<file path="config.mk">
export PLATFORM = sky130hd
export DESIGN_NAME = rstic_top
export DESIGN_NICKNAME = d
export VERILOG_FILES = /design/src/design/rstic_pkg.sv /design/src/design/rstic_top.sv
export SDC_FILE = /design/constraint.sdc
export NUM_CORES = 1
export LEC_CHECK = 0
export ABC_AREA = 1
export BUFFER_PORTS_ARGS = -buffer_cell sky130_fd_sc_hd__buf_2
export CORE_MARGIN = 2
export CORE_UTILIZATION = 54
export DETAILED_ROUTE_END_ITERATION = 12
export PLACE_DENSITY_LB_ADDON = 0.08
export SYNTH_ARGS = -nofsm -noshare
export SYNTH_HDL_FRONTEND = slang
export SYNTH_SLANG_ARGS = --single-unit
</file>
<file path="constraint.sdc">
create_clock -name clk_i -period 2.4 [get_ports clk_i]
set_clock_uncertainty 0.1 [all_clocks]
set_input_delay 0 -clock clk_i [delete_from_list [all_inputs] [get_ports clk_i]]
set_output_delay 0 -clock clk_i [all_outputs]
set_load 0.01 [all_outputs]
</file>
<file path="src/design/rstic_pkg.sv">
package rstic_pkg;

    // register port geometry
    localparam int ADDR_W = 8;
    localparam int DATA_W = 8;

    // register offsets
    localparam logic [7:0] ENABLE_REG_LOW_ADDR  = 8'h3a;
    localparam logic [7:0] ENABLE_REG_HIGH_ADDR = 8'h3b;
    localparam logic [7:0] LATCH_LOW_ADDR       = 8'h3c;
    localparam logic [7:0] LATCH_HIGH_ADDR      = 8'h3d;
    localparam logic [7:0] SYS_CTRL_TWO_ADDR    = 8'h38;
    localparam logic [7:0] WDOG_CTRL_ONE_ADDR   = 8'h34;
    localparam logic [7:0] SHARED_SEL_ADDR      = 8'h4a;

    // field positions
    localparam int MASTER_EN_BIT   = 0;
    localparam int XEN_BIT         = 7;
    localparam int XTEN_BIT        = 6;
    localparam int SYSCK_BIT       = 5;
    localparam int RAM_TRAP_BIT    = 3;
    localparam int TRAP_RESP_BIT   = 2;
    localparam int WDOG_RESP_BIT   = 1;
    localparam int L14_SEL_BIT     = 0;
    localparam int L15_SEL_BIT     = 1;

    // reset values
    localparam logic [7:0] SYS_CTRL_TWO_RST  = 8'hc0;
    localparam logic [7:0] WDOG_CTRL_ONE_RST = 8'h06;

    // timing: main clock periods
    localparam int FAULT_RESET_CYCLES = 24;
    localparam int EXT_RESET_MIN_CYC  = 12;

    // vectors
    localparam logic [15:0] RESET_VECTOR = 16'hfffe;
    localparam logic [15:0] SOFT_VECTOR  = 16'hfffc;
    localparam logic [15:0] TRAP_VECTOR  = 16'hfffa;
    localparam logic [15:0] WDOG_VECTOR  = 16'hfff8;
    localparam logic [15:0] LAST_VECTOR  = 16'hfff6;

    typedef enum logic [1:0]
    {
        RS_RUN   = 2'b00,
        RS_FAULT = 2'b01,
        RS_EXT   = 2'b10
    } rstic_rst_t;

    typedef struct packed
    {
        rstic_rst_t  rst_state;
        logic [4:0]  rst_cnt;
        logic [4:0]  ext_cnt;
        logic        core_reset;
        logic        pin_low;
        logic        master_irq_enable;
        logic [15:0] source_enable_flags;
        logic [15:0] pending_latches;
        logic [7:0]  system_control_two;
        logic [7:0]  watchdog_control_one;
        logic [7:0]  shared_level_selector;
        logic [7:0]  rdata;
        logic        irq_req;
        logic [15:0] irq_vector;
        logic        prescaler_clr;
        logic        wdog_enable;
    } rstic_state_t;

endpackage

</file>
<file path="src/design/rstic_top.sv">
// Overview of operation
// [RQ1] fault reset holds core reset and pin low at most 24 clocks; here the pin is low 24 clocks and core reset stays 25
// [RQ2] power-up fault pulse, also at most 24 clocks
// [RQ3] reset zeroes master enable, source enables and pending latches
// [RQ4] reset clears prescaler, enables watchdog; cpu state left alone
// [RQ5] pin held low 12 clocks applies and initialises reset
// [RQ6] pin release frees reset and reports start vector fffe
// [RQ7] fetch from sfr, buffer, or trapped ram raises address trap
// [RQ8] trap resets until its response select is cleared
// [RQ9] watchdog resets until its response select is cleared
// [RQ10] bad oscillator disable combinations trigger system clock reset
// [RQ11] clock reset keeps both oscillators running
// [RQ12] eighteen sources, two shared levels, four non-maskable
// [RQ13] pending latch set on request, held until accepted
// [RQ14] maskable accept needs master and own enable; ext0 also pin function
// [RQ15] fixed priority, lowest latch index first, nesting allowed
// [RQ16] non-maskable sources share top priority, ignore enables
// [RQ17] soft/undefined vector fffc, trap latch 2 fffa, watchdog latch 3 fff8
// [RQ18] latches 4..15 vectors fff6 down by two to ffe0
// [RQ19] levels 14 and 15 pick source by select bit
// [RQ20] accepted source latch cleared at once
// [RQ21] accept saves and clears master enable; return restores it
// [RQ22] master enable at bit 0 of register 3a
`timescale 1ns/10ps
`default_nettype none
module rstic_top
    import rstic_pkg::*;
(
    // clock and reset
    input  wire  logic              clk_i,
    input  wire  logic              reset_i,
    // reset pin (open drain)
    input  wire  logic              reset_pin_n_i,
    output logic                    reset_pin_o,
    output logic                    reset_pin_oe_o,
    // register port
    input  wire  logic [ADDR_W-1:0] addr_i,
    input  wire  logic [DATA_W-1:0] wdata_i,
    input  wire  logic              wr_i,
    input  wire  logic              rd_i,
    output logic       [DATA_W-1:0] rdata_o,
    // cpu side
    input  wire  logic [15:0]       fetch_addr_i,
    input  wire  logic              fetch_i,
    input  wire  logic              fetch_in_sfr_i,
    input  wire  logic              fetch_in_dbr_i,
    input  wire  logic              fetch_in_ram_i,
    input  wire  logic              software_irq_i,
    input  wire  logic              undefined_opcode_irq_i,
    input  wire  logic              irq_ack_i,
    input  wire  logic              return_from_irq_i,
    input  wire  logic              saved_master_i,
    output logic                    core_reset_o,
    output logic                    irq_req_o,
    output logic       [15:0]       irq_vector_o,
    output logic                    saved_master_o,
    // peripherals and pins
    input  wire  logic              watchdog_timeout_i,
    input  wire  logic              ext0_pin_function_on_i,
    input  wire  logic              ext_irq_zero_i,
    input  wire  logic              ext_irq_one_i,
    input  wire  logic              time_base_irq_i,
    input  wire  logic              timer_one_irq_i,
    input  wire  logic              ext_irq_two_i,
    input  wire  logic              timer_four_irq_i,
    input  wire  logic              timer_three_irq_i,
    input  wire  logic              ext_irq_three_i,
    input  wire  logic              sync_serial_irq_i,
    input  wire  logic              receive_irq_i,
    input  wire  logic              ext_irq_four_i,
    input  wire  logic              transmit_irq_i,
    input  wire  logic              ext_irq_five_i,
    input  wire  logic              converter_done_irq_i,
    output logic                    xen_o,
    output logic                    xten_o,
    output logic                    sysck_o,
    output logic                    prescaler_clr_o,
    output logic                    wdog_enable_o
);

    rstic_state_t st_ff;
    rstic_state_t nxt_st;

    // vector of latch index n: fff6 minus two per step above 4
    function automatic logic [15:0] latch_vector(input logic [3:0] idx);
        return LAST_VECTOR - {11'h000, (idx - 4'h4), 1'b0};
    endfunction

    // lowest set bit index, 0 when none
    function automatic logic [3:0] first_set(input logic [15:0] m);
        logic [3:0] r;
        r = 4'h0;
        for (int i = 15; i >= 0; i--)
        begin
            if (m[i])
                r = 4'(i);
        end
        return r;
    endfunction

    logic [15:0] raw_req;
    logic        trap_hit;
    logic        clk_fault;
    logic        trap_as_reset;
    logic        wdog_as_reset;
    logic        fault_req;
    logic [15:0] enabled;
    logic [3:0]  win;

    // request sources
    always_comb
    begin
        trap_hit = fetch_i & (fetch_in_sfr_i | fetch_in_dbr_i
                   | (fetch_in_ram_i & st_ff.watchdog_control_one[RAM_TRAP_BIT])); // RQ7
        trap_as_reset = trap_hit & st_ff.watchdog_control_one[TRAP_RESP_BIT]; // RQ8
        wdog_as_reset = watchdog_timeout_i & st_ff.watchdog_control_one[WDOG_RESP_BIT]; // RQ9
        clk_fault = 1'b0;
        if (wr_i && addr_i == SYS_CTRL_TWO_ADDR)
        begin
            // three illegal oscillator-stop cases
            clk_fault = (!wdata_i[XEN_BIT] && !wdata_i[XTEN_BIT])
                        || (!wdata_i[XEN_BIT] && !st_ff.system_control_two[SYSCK_BIT])
                        || (!wdata_i[XTEN_BIT] && st_ff.system_control_two[SYSCK_BIT]); // RQ10
        end
        fault_req = trap_as_reset | wdog_as_reset | clk_fault;
        raw_req = '0;
        raw_req[2]  = trap_hit & ~st_ff.watchdog_control_one[TRAP_RESP_BIT];
        raw_req[3]  = watchdog_timeout_i & ~st_ff.watchdog_control_one[WDOG_RESP_BIT];
        raw_req[4]  = ext_irq_zero_i;
        raw_req[5]  = ext_irq_one_i;
        raw_req[6]  = time_base_irq_i;
        raw_req[7]  = timer_one_irq_i;
        raw_req[8]  = ext_irq_two_i;
        raw_req[9]  = timer_four_irq_i;
        raw_req[10] = timer_three_irq_i;
        raw_req[11] = ext_irq_three_i;
        raw_req[12] = sync_serial_irq_i;
        raw_req[13] = receive_irq_i;
        raw_req[14] = st_ff.shared_level_selector[L14_SEL_BIT] ? transmit_irq_i : ext_irq_four_i; // RQ19
        raw_req[15] = st_ff.shared_level_selector[L15_SEL_BIT] ? converter_done_irq_i
                                                                : ext_irq_five_i; // RQ19
    end

    // acceptance gating and priority
    always_comb
    begin
        enabled = st_ff.pending_latches
                  & (st_ff.source_enable_flags & {16{st_ff.master_irq_enable}}); // RQ14
        enabled[4] = enabled[4] & ext0_pin_function_on_i; // RQ14
        enabled[3:2] = st_ff.pending_latches[3:2]; // RQ16
        enabled[1:0] = 2'b00;
        win = first_set(enabled); // RQ15
    end

    // next state
    always_comb
    begin
        nxt_st = st_ff;
        nxt_st.rdata = '0;
        nxt_st.prescaler_clr = 1'b0;

        // reset sequencer
        case (st_ff.rst_state)
            RS_RUN:
            begin
                if (fault_req)
                begin
                    nxt_st.rst_state = RS_FAULT;
                    nxt_st.rst_cnt = 5'(FAULT_RESET_CYCLES - 1);
                    nxt_st.core_reset = 1'b1; // RQ1
                    nxt_st.pin_low = 1'b1; // RQ1
                end
            end
            RS_FAULT:
            begin
                // bounded pulse, then let the pin float back up
                if (st_ff.rst_cnt == 5'h00)
                begin
                    nxt_st.pin_low = 1'b0;
                    nxt_st.rst_state = RS_EXT;
                end
                else
                    nxt_st.rst_cnt = st_ff.rst_cnt - 5'h01; // RQ1 RQ11
            end
            RS_EXT:
            begin
                if (reset_pin_n_i)
                    nxt_st.rst_state = RS_RUN;
            end
            default:
                nxt_st.rst_state = RS_RUN;
        endcase

        // external pin filter: counts 12 low clocks, reset applies on the 13th
        if (!reset_pin_n_i)
        begin
            if (st_ff.ext_cnt < 5'(EXT_RESET_MIN_CYC))
                nxt_st.ext_cnt = st_ff.ext_cnt + 5'h01;
            else
                nxt_st.core_reset = 1'b1; // RQ5
        end
        else
        begin
            nxt_st.ext_cnt = '0;
            if (st_ff.rst_state != RS_FAULT && st_ff.core_reset)
                nxt_st.core_reset = 1'b0; // RQ6
        end

        if (st_ff.core_reset)
        begin
            // initialise everything this block owns
            nxt_st.master_irq_enable = 1'b0; // RQ3
            nxt_st.source_enable_flags = '0; // RQ3
            nxt_st.pending_latches = '0; // RQ3
            nxt_st.watchdog_control_one = WDOG_CTRL_ONE_RST; // RQ8 RQ9
            nxt_st.system_control_two = SYS_CTRL_TWO_RST;
            nxt_st.shared_level_selector = '0;
            nxt_st.prescaler_clr = 1'b1; // RQ4
            nxt_st.wdog_enable = 1'b1; // RQ4
            nxt_st.irq_req = 1'b0;
            nxt_st.irq_vector = RESET_VECTOR; // RQ6
        end
        else
        begin
            // software writes
            if (wr_i)
            begin
                case (addr_i)
                    ENABLE_REG_LOW_ADDR:
                    begin
                        nxt_st.master_irq_enable = wdata_i[MASTER_EN_BIT]; // RQ22
                        nxt_st.source_enable_flags[7:4] = wdata_i[7:4];
                    end
                    ENABLE_REG_HIGH_ADDR: nxt_st.source_enable_flags[15:8] = wdata_i;
                    // latches clear only, software cannot set them
                    LATCH_LOW_ADDR:
                        nxt_st.pending_latches[7:2] = st_ff.pending_latches[7:2] & wdata_i[7:2];
                    LATCH_HIGH_ADDR:
                        nxt_st.pending_latches[15:8] = st_ff.pending_latches[15:8] & wdata_i;
                    SYS_CTRL_TWO_ADDR:
                    begin
                        // a faulting write is dropped so oscillators keep running
                        if (!clk_fault)
                            nxt_st.system_control_two = wdata_i; // RQ11
                    end
                    WDOG_CTRL_ONE_ADDR: nxt_st.watchdog_control_one = wdata_i;
                    SHARED_SEL_ADDR: nxt_st.shared_level_selector = wdata_i;
                    default: ;
                endcase
            end

            // acceptance
            if (irq_ack_i && st_ff.irq_req)
            begin
                if (st_ff.irq_vector != SOFT_VECTOR)
                    nxt_st.pending_latches[win] = 1'b0; // RQ20
                nxt_st.master_irq_enable = 1'b0; // RQ21
            end
            else if (return_from_irq_i)
                nxt_st.master_irq_enable = saved_master_i; // RQ21

            // new requests win over clears in the same cycle
            nxt_st.pending_latches = nxt_st.pending_latches | raw_req; // RQ13

            // request to the cpu; soft and undefined have no latch
            nxt_st.irq_req = (|enabled) | software_irq_i | undefined_opcode_irq_i; // RQ12
            if (software_irq_i || undefined_opcode_irq_i)
                nxt_st.irq_vector = SOFT_VECTOR; // RQ17
            else if (win == 4'h2)
                nxt_st.irq_vector = TRAP_VECTOR; // RQ17
            else if (win == 4'h3)
                nxt_st.irq_vector = WDOG_VECTOR; // RQ17
            else
                nxt_st.irq_vector = latch_vector(win); // RQ18
        end

        // read data, one cycle later
        if (rd_i)
        begin
            case (addr_i)
                ENABLE_REG_LOW_ADDR:
                    nxt_st.rdata = {st_ff.source_enable_flags[7:4], 3'b000, st_ff.master_irq_enable};
                ENABLE_REG_HIGH_ADDR: nxt_st.rdata = st_ff.source_enable_flags[15:8];
                LATCH_LOW_ADDR:       nxt_st.rdata = {st_ff.pending_latches[7:2], 2'b00};
                LATCH_HIGH_ADDR:      nxt_st.rdata = st_ff.pending_latches[15:8];
                SYS_CTRL_TWO_ADDR:    nxt_st.rdata = st_ff.system_control_two;
                WDOG_CTRL_ONE_ADDR:   nxt_st.rdata = st_ff.watchdog_control_one;
                SHARED_SEL_ADDR:      nxt_st.rdata = st_ff.shared_level_selector;
                default:              nxt_st.rdata = '0;
            endcase
        end
    end

    // state register; power-on reset clears it, loads the control register and vector reset values, and starts the fault pulse in RS_FAULT
    always_ff @(posedge clk_i)
    begin
        if (reset_i)
        begin
            st_ff <= '0;
            st_ff.core_reset <= 1'b1; // RQ2
            st_ff.rst_state <= RS_FAULT; // RQ2
            st_ff.rst_cnt <= 5'(FAULT_RESET_CYCLES - 1); // RQ2
            st_ff.pin_low <= 1'b1; // RQ2
            st_ff.irq_vector <= RESET_VECTOR;
            st_ff.watchdog_control_one <= WDOG_CTRL_ONE_RST;
            st_ff.system_control_two <= SYS_CTRL_TWO_RST;
            st_ff.wdog_enable <= 1'b1;
        end
        else
            st_ff <= nxt_st;
    end

    // outputs straight from flops, except reset_pin_o which is tied low
    assign reset_pin_o     = 1'b0;
    assign reset_pin_oe_o  = st_ff.pin_low;
    assign rdata_o         = st_ff.rdata;
    assign core_reset_o    = st_ff.core_reset;
    assign irq_req_o       = st_ff.irq_req;
    assign irq_vector_o    = st_ff.irq_vector;
    assign saved_master_o  = st_ff.master_irq_enable;
    assign xen_o           = st_ff.system_control_two[XEN_BIT];
    assign xten_o          = st_ff.system_control_two[XTEN_BIT];
    assign sysck_o         = st_ff.system_control_two[SYSCK_BIT];
    assign prescaler_clr_o = st_ff.prescaler_clr;
    assign wdog_enable_o   = st_ff.wdog_enable;

endmodule
`default_nettype wire

</file>
==> impl_metrics.csv <==
group,metric,value,unit
sta,max_slew.worst_pin.slew,0.6287,ns
placement,place_congestion,0.9573,
setup_path,crit_path_cell_trace,"buf_4 -> nand3_1 -> nand2_1 -> nor2_1 -> nand2_1 -> nor2_1 -> ha_1 -> inv_1 -> nor2_1 -> nand3_1 -> a31oi_1 -> nor2_1",
synthesis,mappedNetlistArea,4215,um^2
synthesis,ys_types,55,
synthesis,synth_area_per_cell,7.777,um^2
setup_path,worst_r2r_endpoint,"st_ff[59]",
sta,setup_violations,0,
synthesis,synth_top_cells_by_area,"dfxtp_1 (38%), inv_1 (8.1%), nand2_1 (6.5%)",
clock_network,cts-root-buf,"clkbuf_8",
clock_network,number_of_clock_buffers_inserted_by_tritoncts,9,
route,vias,4058,
finish,drive_gt1_share,21.24,%
die,core-area,7647,um^2
finish,ant_diodes,0,
setup_path,critical_path_peak_fanout,10,
route,routed_length_per_instance,15.27,um
setup_path,rr_startpoint,"saved_master_o",
status,status,"completed",
route,dr.pass1.iters,6,
finish,layout.filler_cells,661,
hold_path,timing.hold.worst_path_depth,5,
synthesis,synthDominantAreaCellType,"dfxtp_1",
synthesis,synth.ff_latch_count,80,
synthesis,synth_enable_flop_cells,0,
sta,finalSetupTns,0,ns
die,die_y,92.35,um
global_route,grt_pass1_wl,18490,um
die,die_w,92.35,um
setup_path,reg2reg_depth,12,
clock_network,clk_path_buf_depth,2,
placement,placement.io_buffers,66,
finish,instances_no_fill,747,
setup_path,crit_path_top_delay_cell,"dfxtp_4",
setup_path,critical_path.max_stage_delay,0.39,ns
setup_path,setup_slack_on_the_worst_flop_to_flop_path,0.19,ns
die,area_of_the_die,8529,um^2
hold_path,worstHoldEndpoint,"enabled[2]",
sta,final_min_period_over_clock_period,92.00,%
die,num_rows,32,
sta,hold_slack,0.03529,ns
power,cellLeakagePower,2.192,nW
sta,count_of_pins_over_their_slew_limit,0,
synthesis,yosys_warnings,0,
route,post_route_drc,0,
sta,period_needed,2.208,ns
global_route,grt_pass1_vias,3831,
hold_path,min_path_type,"in -> reg",
synthesis,post_synth_inst_count,542,
sta,rsz0062_at_grt,"no",
global_route,gr-usage-all-layers,27.70,%
placement,post-dp-hpwl,8279,um
setup_path,cp_top_family,"simple AND/OR/NAND/NOR gates",
route,route.final.wire_length,11400,um
finish,layout.area.seq,1605,um^2
power,max-vdd-ir-drop,312.2,uV
finish,mostFrequentLayoutCell,"inv_1",
route,dr.first_iter.drc_count,271,
power,power.density_cell_area,486.0,nW/um^2
hold_path,min_from,"fetch_in_ram_i",
setup_path,worstPathBufferInverterCount,2,
clock_network,h-tree-depth,3,
clock_network,clk-insertion-delay-late,0.36,ns
synthesis,sequential_share_of_the_synthesized_area,37.99,%
setup_path,required_time_of_the_worst_setup_path,2.54,ns
sta,finalHoldViolations,0,
sta,fmaxAchievable,452.9,MHz
synthesis,synthDominantCellAreaShare,37.99,%
sta,slew_headroom,57.70,%
clock_network,clk_pin_slew,0.09,ns
route,antenna_violating_nets_post_route,0,
die,num_io_pins,96,
finish,nets,710,
route,vias_per_cell,5.432,
synthesis,async_flop_share,0,%
placement,dp.cells,697,
global_route,grt_overflow_total,0,
finish,leading_cell_types_in_the_layout_fill_and_taps_excluded,"inv_1 (91), dfxtp_1 (79), nand2_1 (73)",
setup_path,setup.worst_path.end_class,"flop",
setup_path,element_type_at_the_critical_path_start,"flop",
flow_run,cap_viol_max_count,0,
global_route,grt_start_max_net_pins,41,
clock_network,tritoncts_num_sinks,80,
setup_path,timing.critical_path.mode_cell,"nor2_1",
finish,multi_input_area,2034,um^2
clock_network,cts_tree,"done",
clock_network,postCtsSetupBuffers,0,
die,initial_core_util,55.12,%
global_route,grt_antenna_before_repair,0,
setup_path,timing.setup.critical_path_class,"reg -> reg",
synthesis,synth-main-ff-cell,"dfxtp_1",
finish,area_growth_syn_to_layout,20.72,%
setup_path,worst-endpoint-arrival,2.35,ns
==> flip-flops by register name (all words and copies together), names as in the netlist <==
| signal | cells |
|---|---|
| reset_pin_oe_o | 1 |
| irq_vector_o | 5 |
| xten_o | 1 |
| sysck_o | 1 |
| rdata_o | 8 |
| saved_master_o | 1 |
| prescaler_clr_o | 1 |
| irq_req_o | 1 |
| xen_o | 1 |
| core_reset_o | 1 |
| st_ff | 57 |
| enabled | 2 |
==> synthesized netlist by cell type (2+ instances only) <==
cell type and n:
ha_1 8, nor2_1 47, dfxtp_1 80, o211ai_1 3, a31oi_1 8, conb_1 2, inv_2 3, clkbuf_1 5
a211oi_1 2, inv_1 91, a221oi_1 20, mux2i_1 2, nor3_1 7, nand2_2 2, nand4_2 2, buf_4 26
nand2_1 73, nand4_1 9, o2111ai_1 2, a221oi_2 6, a21oi_1 34, o21ai_0 27, nor4_4 2, buf_6 2
nand3_1 29, buf_2 3, nor2_4 5, nand2_4 6, o22ai_1 10
==> what timing repair did <==
item / in CTS / in global routing
hold buffers: 34 / 0
setup endpoints to repair: 1 / 11
hold endpoints to repair: 57 / 0
resized for setup: 1 / 4
==> metal layers <==
| metal | global-route usage (%) | vias up | wire length (um) |
|---|---|---|---|
| met4 | 10.57 | 0 | 321 |
| met2 | 44.71 | 178 | 5279 |
| met3 | 5.289 | 36 | 745 |
| li1 | - | 1988 | - |
| met5 | 0 | - | 0 |
| met1 | 36.78 | 1856 | 5058 |
==> cell families after synthesis <==
family	share of synthesized area [%]
adders and majority gates	2.375
other	0.1782
AOI/OAI and AO/OA	19.86
buffers and inverters	14.84
and+or+nand+nor	23.86
muxes	0.4749
DFF	37.99
xor gates and xnor gates	0.4156
==> worst max-delay path by stage <==
stage | start | to | depth (start not counted)
5_1_grt | saved_master_o | st_ff[63] | 12
2_1_floorplan | saved_master_o | st_ff[63] | 15
3_3_place_gp | saved_master_o | st_ff[55] | 12
3_5_place_dp | saved_master_o | st_ff[63] | 12
6_report | saved_master_o | st_ff[59] | 12
4_1_cts | saved_master_o | st_ff[63] | 12
==> final cells by class <==
class | instances | share of cell area [%]
timing repair buffer | 112 | 14.95
multi-input combinational | 341 | 39.98
sequential | 80 | 31.55
clock inverter | 6 | 0.9589
clock buffer | 10 | 2.705
tap | 102 | 2.508
inverter | 96 | 7.352
==> through the flow <==
step                      utilization, %  setup slack (ns)  cell area (um^2)  power (W)
after CTS                          66.44            0.1245              5081   0.002484
after floorplan                        -            0.2921              4257   0.001457
after global placement             59.54            0.1272              4553   0.001511
after detailed placement           59.54          0.004200              4553   0.001513
after global routing               66.54           0.01010              5089   0.002557
final                              66.54            0.1919              5089   0.002473
==> worst min-delay path: cells and delay by family <==
family	cells	cell delay (ns)
AO/OA/AOI/OAI	2	0.20
AND/OR/NAND/NOR	2	0.15
buffers and inverters	1	0.10
==> where the power goes <==
part	total [W]	internal, W	leakage [nW]	switching (W)
Sequential	0.00134	0.00133	0.647	0.00000401
Combinational	0.000189	0.0000854	1.46	0.000104
Clock	0.000948	0.000415	0.0859	0.000533
Total	0.00247	0.00183	2.19	0.000641
(Power assumes the default switching activity.)
